[src/include/indexed_access_pkg.sv]
// Package with the port addresses, index layout, reset values and bit-type masks of the access core.
package indexed_access_pkg;

    // Host I/O port addresses.
    localparam logic [9:0] INDEX_PORT_ADDR = 10'h3E0;
    localparam logic [9:0] DATA_PORT_ADDR  = 10'h3E1;

    // Index pointer layout and reset value.
    localparam int         REG_PTR_MSB        = 5;
    localparam int         SOCKET_BIT_POS     = 6;
    localparam int         CHIP_BIT_POS       = 7;
    localparam logic [7:0] INDEX_RESET        = 8'h00;
    localparam logic [7:0] SOCKET_STRIDE      = 8'h40;
    localparam int         REGS_PER_SOCKET    = 64;

    // Implemented internal registers (socket A index; socket B adds the stride).
    localparam logic [5:0] REG_IDENT          = 6'h00;
    localparam logic [5:0] REG_STATUS         = 6'h01;
    localparam logic [5:0] REG_CONTROL        = 6'h02;
    localparam logic [5:0] REG_EVENT          = 6'h04;
    localparam logic [5:0] REG_SCRATCH        = 6'h16;
    localparam logic [5:0] REG_CHIP_CONFIG    = 6'h1E;

    // Reset values.
    localparam logic [7:0] CONTROL_RESET      = 8'h00;
    localparam logic [7:0] SCRATCH_RESET      = 8'h00;
    localparam logic [7:0] CHIP_CONFIG_RESET  = 8'h00;
    localparam logic [7:0] EVENT_RESET        = 8'h00;

    // Identification value is arbitrary.
    localparam logic [7:0] IDENT_VALUE        = 8'h5A;

    // Control register: bit 0 enable, bit 1 disable, bits 3:2 output field, bit 7 compatibility.
    localparam int         CTRL_ENABLE_POS    = 0;
    localparam int         CTRL_DISABLE_POS   = 1;
    localparam int         CTRL_OUT_LSB       = 2;
    localparam logic [7:0] CONTROL_WMASK      = 8'h8F;
    // Status register: bits 1:0 input field, bit 6 fixed one, bit 7 response-select bit.
    localparam logic [7:0] STATUS_FIXED       = 8'h40;
    // Chip configuration: bits 3:0 read/write, bits 7:4 also read/write and stored as written.
    localparam logic [7:0] CHIP_CONFIG_WMASK  = 8'hFF;

    // One host I/O cycle as seen at the pins.
    typedef struct packed {
        logic [9:0] addr;
        logic       rd;
        logic       wr;
        logic       hi_byte;
        logic [7:0] wdata;
    } io_cycle_t;

    // Per-socket register state.
    typedef struct packed {
        logic [7:0] control;
        logic [7:0] event_flags;
        logic [7:0] scratch;
    } socket_regs_t;

endpackage

[src/logic/socket_bank.sv]
// One socket's copy of the per-socket registers.
`timescale 1ns/1ps
module socket_bank
    import indexed_access_pkg::*;
(
    // Clock and resets
    input  wire logic         clk,
    input  wire logic         rst,
    input  wire logic         pg_reload,
    // Register access
    input  wire logic         wr_en,
    input  wire logic [5:0]   reg_sel,
    input  wire logic [7:0]   wdata,
    // Hardware events and state
    input  wire logic [7:0]   event_set,
    output socket_regs_t      regs
);

    socket_regs_t next_regs;

    always_comb begin
        next_regs = regs;
        if (wr_en) begin
            unique case (reg_sel)
                REG_CONTROL: next_regs.control = wdata & CONTROL_WMASK;
                // Writing one clears a flag; a write can never set one.
                REG_EVENT:   next_regs.event_flags = regs.event_flags & ~wdata;
                REG_SCRATCH: next_regs.scratch = wdata;
                default: ;
            endcase
        end
        // Set wins over a clear in the same cycle.
        next_regs.event_flags = next_regs.event_flags | event_set;
        if (pg_reload) begin
            next_regs.control     = CONTROL_RESET;
            next_regs.scratch     = SCRATCH_RESET;
            next_regs.event_flags = EVENT_RESET | event_set;
        end
    end

    always_ff @(posedge clk or posedge rst) begin
        if (rst) begin
            regs.control     <= CONTROL_RESET;
            regs.event_flags <= EVENT_RESET;
            regs.scratch     <= SCRATCH_RESET;
        end else begin
            regs <= next_regs;
        end
    end

endmodule // socket_bank

[src/logic/indexed_register_access_core.sv]
// Index and data window front end with chip and socket register banks.
`timescale 1ns/1ps
module indexed_register_access_core
    import indexed_access_pkg::*;
(
    // Clock and reset
    input  wire logic         clk,
    input  wire logic         rst,
    input  wire logic         power_good_input,
    // Host I/O cycle
    input  io_cycle_t         io,
    output logic [7:0]        rdata,
    output logic              rdata_oe,
    // Strap and identity
    input  wire logic         socket_response_select_pin,
    input  wire logic         chip_id,
    // Socket pins
    input  wire logic [1:0]   socket_a_inputs,
    input  wire logic [1:0]   socket_b_inputs,
    input  wire logic [7:0]   socket_a_events,
    input  wire logic [7:0]   socket_b_events,
    output logic [1:0]        socket_a_outputs,
    output logic [1:0]        socket_b_outputs,
    output logic              socket_a_active,
    output logic              socket_b_active,
    output logic              response_socket
);

    logic [7:0]   index_pointer;
    logic [7:0]   next_index_pointer;
    logic [7:0]   chip_config;
    logic [7:0]   next_chip_config;
    logic         strap_pending;
    logic         next_strap_pending;
    logic         next_response_socket;
    logic         pg_last;
    logic         next_pg_last;
    logic         pg_reload;
    logic [7:0]   next_rdata;
    logic         next_rdata_oe;
    logic         index_hit;
    logic         data_hit;
    logic         chip_match;
    logic         socket_sel;
    logic [5:0]   reg_sel;
    logic         wr_a;
    logic         wr_b;
    socket_regs_t regs_a;
    socket_regs_t regs_b;
    socket_regs_t regs_sel;
    logic [1:0]   inputs_sel;

    // Decodes a host address against one port.
    function automatic logic port_hit(input logic [9:0] addr, input logic [9:0] port);
        port_hit = (addr == port);
    endfunction

    // Status register content: strap bit, fixed one, sampled inputs.
    function automatic logic [7:0] status_word(input logic strap, input logic [1:0] pins);
        status_word = STATUS_FIXED | {strap, 5'h00, pins};
    endfunction

    // True when a host cycle writes the data window of this chip.
    function automatic logic window_write(input io_cycle_t cyc, input logic hit, input logic match);
        window_write = cyc.wr & hit & match;
    endfunction

    // Enable bit acts when high, disable bit acts when high and overrides enable.
    function automatic logic socket_enabled(input logic [7:0] control);
        socket_enabled = control[CTRL_ENABLE_POS] & ~control[CTRL_DISABLE_POS];
    endfunction

    // Chip 0 owns the low lane of the index port, chip 1 only the upper lane.
    function automatic logic index_lane_owned(input logic chip, input logic upper);
        index_lane_owned = (chip == 1'b0) ? ~upper : upper;
    endfunction

    assign index_hit  = port_hit(io.addr, INDEX_PORT_ADDR);
    assign data_hit   = port_hit(io.addr, DATA_PORT_ADDR);
    assign reg_sel    = index_pointer[REG_PTR_MSB:0];
    assign socket_sel = index_pointer[SOCKET_BIT_POS];
    assign chip_match = (index_pointer[CHIP_BIT_POS] == chip_id);
    // Power-good rising edge reloads the read/write and read-only defaults.
    assign pg_reload  = power_good_input & ~pg_last;

    // Each data write to this chip reaches exactly one socket's copy.
    assign wr_a = window_write(io, data_hit, chip_match) & ~socket_sel;
    assign wr_b = window_write(io, data_hit, chip_match) & socket_sel;

    socket_bank bank_a (
        .clk       (clk),
        .rst       (rst),
        .pg_reload (pg_reload),
        .wr_en     (wr_a),
        .reg_sel   (reg_sel),
        .wdata     (io.wdata),
        .event_set (socket_a_events),
        .regs      (regs_a)
    );

    socket_bank bank_b (
        .clk       (clk),
        .rst       (rst),
        .pg_reload (pg_reload),
        .wr_en     (wr_b),
        .reg_sel   (reg_sel),
        .wdata     (io.wdata),
        .event_set (socket_b_events),
        .regs      (regs_b)
    );

    assign regs_sel   = socket_sel ? regs_b : regs_a;
    assign inputs_sel = socket_sel ? socket_b_inputs : socket_a_inputs;

    // Index pointer.
    always_comb begin
        next_index_pointer = index_pointer;
        // An upper-lane write to the index port carries no pointer byte.
        if (io.wr && index_hit && !io.hi_byte) begin
            next_index_pointer = io.wdata;
        end
        if (pg_reload) begin
            next_index_pointer = INDEX_RESET;
        end
    end

    always_ff @(posedge clk or posedge rst) begin
        if (rst) begin
            index_pointer <= INDEX_RESET;
        end else begin
            index_pointer <= next_index_pointer;
        end
    end

    // Chip registers exist once, reached from either socket index.
    always_comb begin
        next_chip_config = chip_config;
        if (window_write(io, data_hit, chip_match) && reg_sel == REG_CHIP_CONFIG) begin
            next_chip_config = io.wdata & CHIP_CONFIG_WMASK;
        end
        if (pg_reload) begin
            next_chip_config = CHIP_CONFIG_RESET;
        end
    end

    always_ff @(posedge clk or posedge rst) begin
        if (rst) begin
            chip_config <= CHIP_CONFIG_RESET;
        end else begin
            chip_config <= next_chip_config;
        end
    end

    // Power-good edge detector.
    always_comb begin
        next_pg_last = power_good_input;
    end

    always_ff @(posedge clk or posedge rst) begin
        if (rst) begin
            // Starts high, so a supply that is already good at reset release gives no false reload.
            pg_last <= 1'b1;
        end else begin
            pg_last <= next_pg_last;
        end
    end

    // The strap is caught on the first edge after reset release, never by the reset itself.
    always_comb begin
        next_strap_pending   = 1'b0;
        next_response_socket = response_socket;
        if (strap_pending) begin
            next_response_socket = socket_response_select_pin;
        end
    end

    always_ff @(posedge clk or posedge rst) begin
        if (rst) begin
            strap_pending   <= 1'b1;
            response_socket <= 1'b0;
        end else begin
            strap_pending   <= next_strap_pending;
            response_socket <= next_response_socket;
        end
    end

    // Read data path.
    always_comb begin
        next_rdata    = 8'h00;
        next_rdata_oe = 1'b0;
        if (io.rd && index_hit) begin
            // Only chip 0 answers a low-byte index read; chip 1 only drives the upper byte of a word read.
            if (index_lane_owned(chip_id, io.hi_byte)) begin
                next_rdata    = index_pointer;
                next_rdata_oe = 1'b1;
            end
        end else if (io.rd && data_hit && chip_match) begin
            next_rdata_oe = 1'b1;
            unique case (reg_sel)
                REG_IDENT:       next_rdata = IDENT_VALUE;
                REG_STATUS:      next_rdata = status_word(response_socket, inputs_sel);
                REG_CONTROL:     next_rdata = regs_sel.control;
                REG_EVENT:       next_rdata = regs_sel.event_flags;
                REG_SCRATCH:     next_rdata = regs_sel.scratch;
                REG_CHIP_CONFIG: next_rdata = chip_config;
                default:         next_rdata = 8'h00;
            endcase
        end
    end

    always_ff @(posedge clk or posedge rst) begin
        if (rst) begin
            rdata    <= 8'h00;
            rdata_oe <= 1'b0;
        end else begin
            rdata    <= next_rdata;
            rdata_oe <= next_rdata_oe;
        end
    end

    // Control bit 7 is a compatibility bit: stored, read back, drives nothing.
    always_comb begin
        socket_a_active  = socket_enabled(regs_a.control);
        socket_b_active  = socket_enabled(regs_b.control);
        socket_a_outputs = regs_a.control[CTRL_OUT_LSB +: 2];
        socket_b_outputs = regs_b.control[CTRL_OUT_LSB +: 2];
    end

endmodule // indexed_register_access_core

[config.mk]
export PLATFORM = sky130hd
export DESIGN_NAME = indexed_register_access_core
export DESIGN_NICKNAME = d
export VERILOG_FILES = /design/src/include/indexed_access_pkg.sv /design/src/logic/socket_bank.sv /design/src/logic/indexed_register_access_core.sv
export SDC_FILE = /design/constraint.sdc
export NUM_CORES = 1
export LEC_CHECK = 0
export BUFFER_PORTS_ARGS = -buffer_cell sky130_fd_sc_hd__clkbuf_2
export CAP_MARGIN = 10
export CORE_ASPECT_RATIO = 0.8
export CORE_UTILIZATION = 35
export CTS_BUF_LIST = sky130_fd_sc_hd__clkbuf_16
export DETAILED_ROUTE_END_ITERATION = 8
export PLACE_DENSITY_LB_ADDON = 0.05
export SYNTH_ARGS = -nofsm -noshare
export SYNTH_HDL_FRONTEND = slang
export SYNTH_SLANG_ARGS = --single-unit
[constraint.sdc]
create_clock -name clk -period 2.6 [get_ports clk]
set_input_delay 0.52 -clock clk [delete_from_list [all_inputs] [get_ports clk]]
set_output_delay 0.52 -clock clk [all_outputs]
set_load 0.02 [all_outputs]
==> out/summary.txt <==
DR WL/cell - 18.0 um
RSZ-0062 raised after global routing - no
Mapped cell area - 3500 um2
Post-cts sizing count - 0
Syn avg cell area - 10.8 um2
Setup_tns - 0 ns
Cells after Synth - 325
Ys Warns - 0
CTS Buf Count - 9
Vias in the first global route - 2739
Setup crit start kind - flop
Worst VDD drop - 0.451 mV
Via count - 2657
Area growth syn-to-layout - 22.6%
DRT Wirelength - 9.54 mm
Final Slew Violations - 0
Synth top area cells - dfrtp_1, mux2i_1, nor2_1
Synthesis-stage register bit count - 70
Power Total - 2.52 mW
Post-Place Cells - 514
Kind of critical path - reg2reg
Seq/Total Area, Yosys - 0.502
Final instance area - 4290 um2
Initial Util - 0.361
Detailed Route Iter0 Violations - 115
Antenna Cells - 0
Vias per inst - 5.01
Gr usage total - 0.203
CTS clk-pin slew, worst paths - 0.06 ns
Num rows - 32
Ys async rst share - 1.00
Setup Fix Bufs, Post-CTS - 0
Share of layout cells above drive strength 1 - 0.312
Worst Skew - 0.0102 ns
Critical Path RT - 2.80 ns
Worst slew pin tran - 0.671 ns
Post-route DRC - 0
Depth of the CTS H-tree - 3
Dpl cell area - 3980 um2
Final GP Congestion - 0.762
PwrDens - 588 nW/um2
First-pass GRT wire length - 15.6 mm
Finished Layout Cells - 530
Final period utilization - 0.908
Count leader, synth - dfrtp_1
Clock tree buffer depth - 2
Final HPWL DP - 6.92 mm
Pleak - 1.99 nW
Count of input and output buffers - 61
Hold/Removal Path Class - in2async
Vert. Die Dim - 91.4 um
Post-synth top cells - dfrtp_1, mux2i_1, nor2_1
Post-synth EDFFs - 0
Root Buffer - clkbuf_16
Grt total ovfl - 0
Crit path DAT - 2.56 ns
Share of the synthesized area in the top cell type - 0.487
Rel. slew slack - 0.552
Status - complete, no violations
# nets final - 435
Final number of hold-violating endpoints - 0
Fmax - 0.424 GHz
CTS tree - yes
Die X - 114 um
Core area - 9690 um2
ANT nets after route - 0
Ports - 62
Primary FF master, synth - dfrtp_1
Pin count of the biggest net entering global routing - 43
Netlist cell types - 49
Initial antenna violation count - 0
Crit end category - flop
Hold_buf cts - 0
# setup viols final - 0
CP max FO - 6
Clock sink count - 70
DR pass1 iterations - 4
Max-cap violations - 0
Clock Latency Late Sink - 0.33 ns
Min cycle time layout - 2.36 ns
Die ar. - 10400 um2
Mapped Nets - 371
Largest area contributor in the netlist - dfrtp_1
[layout make-up]
cell class,instances,area [um2]
fillers,976,5400
flip-flops and latches,70,1750
multi-input cells,225,1580
repair buffers,81,468
clock buffers,9,225
well taps,136,170
clock inverters,7,81.3
inverters,2,7.51
[routing by layer]
layer / vias to the layer above / GRT usage / share of wire
li1: 1270 / - / -
met1: 1318 / 0.301 / 0.51
met2: 63 / 0.295 / 0.44
met3: 6 / 0.0454 / 0.041
met4: 0 / 0.0526 / 0.0082
met5: - / 0 / 0
[registers in the layout (all words and copies together), names as in the netlist]
register         count
bank_a.regs         21
bank_b.regs         21
chip_config          8
index_pointer        8
pg_last              1
rdata                8
rdata_oe             1
response_socket      1
strap_pending        1
[power breakdown]
part | switching (mW) | internal [mW]
logic | 0.0838 | 0.0559
registers | 0.0108 | 1.11
clock network | 0.435 | 0.825
total | 0.529 | 1.99
[critical path: stages, from the launching register on]
cell,delay (ns)
dfrtp_1,0.38
or4_4,0.55
or3b_1,0.50
or4_4,0.54
mux2i_1,0.19
nor2_1,0.06
[cell usage in the layout (no fill, tap or decap), types with 2 or more instances in the layout]
cell type / instances
nor2_1: 48
clkinv_2: 2
nor3b_1: 2
buf_4: 19
o22ai_1: 6
mux2_2: 2
a31o_2: 16
or4_4: 2
bufinv_16: 2
a21oi_1: 3
mux2i_1: 65
clkbuf_16: 9
o21ai_0: 8
a211oi_1: 4
nand2_1: 32
dfrtp_1: 68
nor2b_1: 3
inv_1: 3
or4_1: 2
nand3b_1: 2
clkbuf_2: 61
dfstp_2: 2
nor4_1: 4
nor4_4: 2
[kinds of logic (layout without fill, tap and decap cells)]
logic type	count (synthesis)	in the layout	synth area share
simple gates	110	110	0.157
fa+ha+maj	1	1	0.00322
buf+inv	30	99	0.0469
other cells	1	1	0.00107
mux	67	67	0.193
compound gates	44	44	0.0920
flops	70	70	0.502
xor+xnor	2	2	0.00501
[per-stage QoR]
step / util / worst slack, ns / hold slack (ns)
floorplan: - / 0.254 / 0.482
global route: 0.442 / 0.138 / 0.298
detailed placement: 0.411 / 0.194 / 0.496
global placement: 0.411 / 0.202 / 0.491
finish: 0.442 / 0.239 / 0.267
CTS: 0.442 / 0.242 / 0.284
[worst paths after layout]
path	cells past startpoint	end	slack [ns]	start
min in group clk	1	pg_last$_DFF_PP1_	0.30	power_good_input
worst max-delay path	5	bank_b.regs[19]$_DFFE_PP0P_	0.24	index_pointer[3]$_DFFE_PP0P_
max in group asynchronous	3	pg_last$_DFF_PP1_	1.58	rst
worst min register to register	1	bank_a.regs[9]$_DFF_PP0_	0.51	bank_a.regs[9]$_DFF_PP0_
worst min-delay path	2	bank_a.regs[0]$_DFFE_PP0P_	0.27	rst
worst max register to register	5	bank_b.regs[19]$_DFFE_PP0P_	0.24	index_pointer[3]$_DFFE_PP0P_
Note: power is estimated with default switching activity, not from simulation.
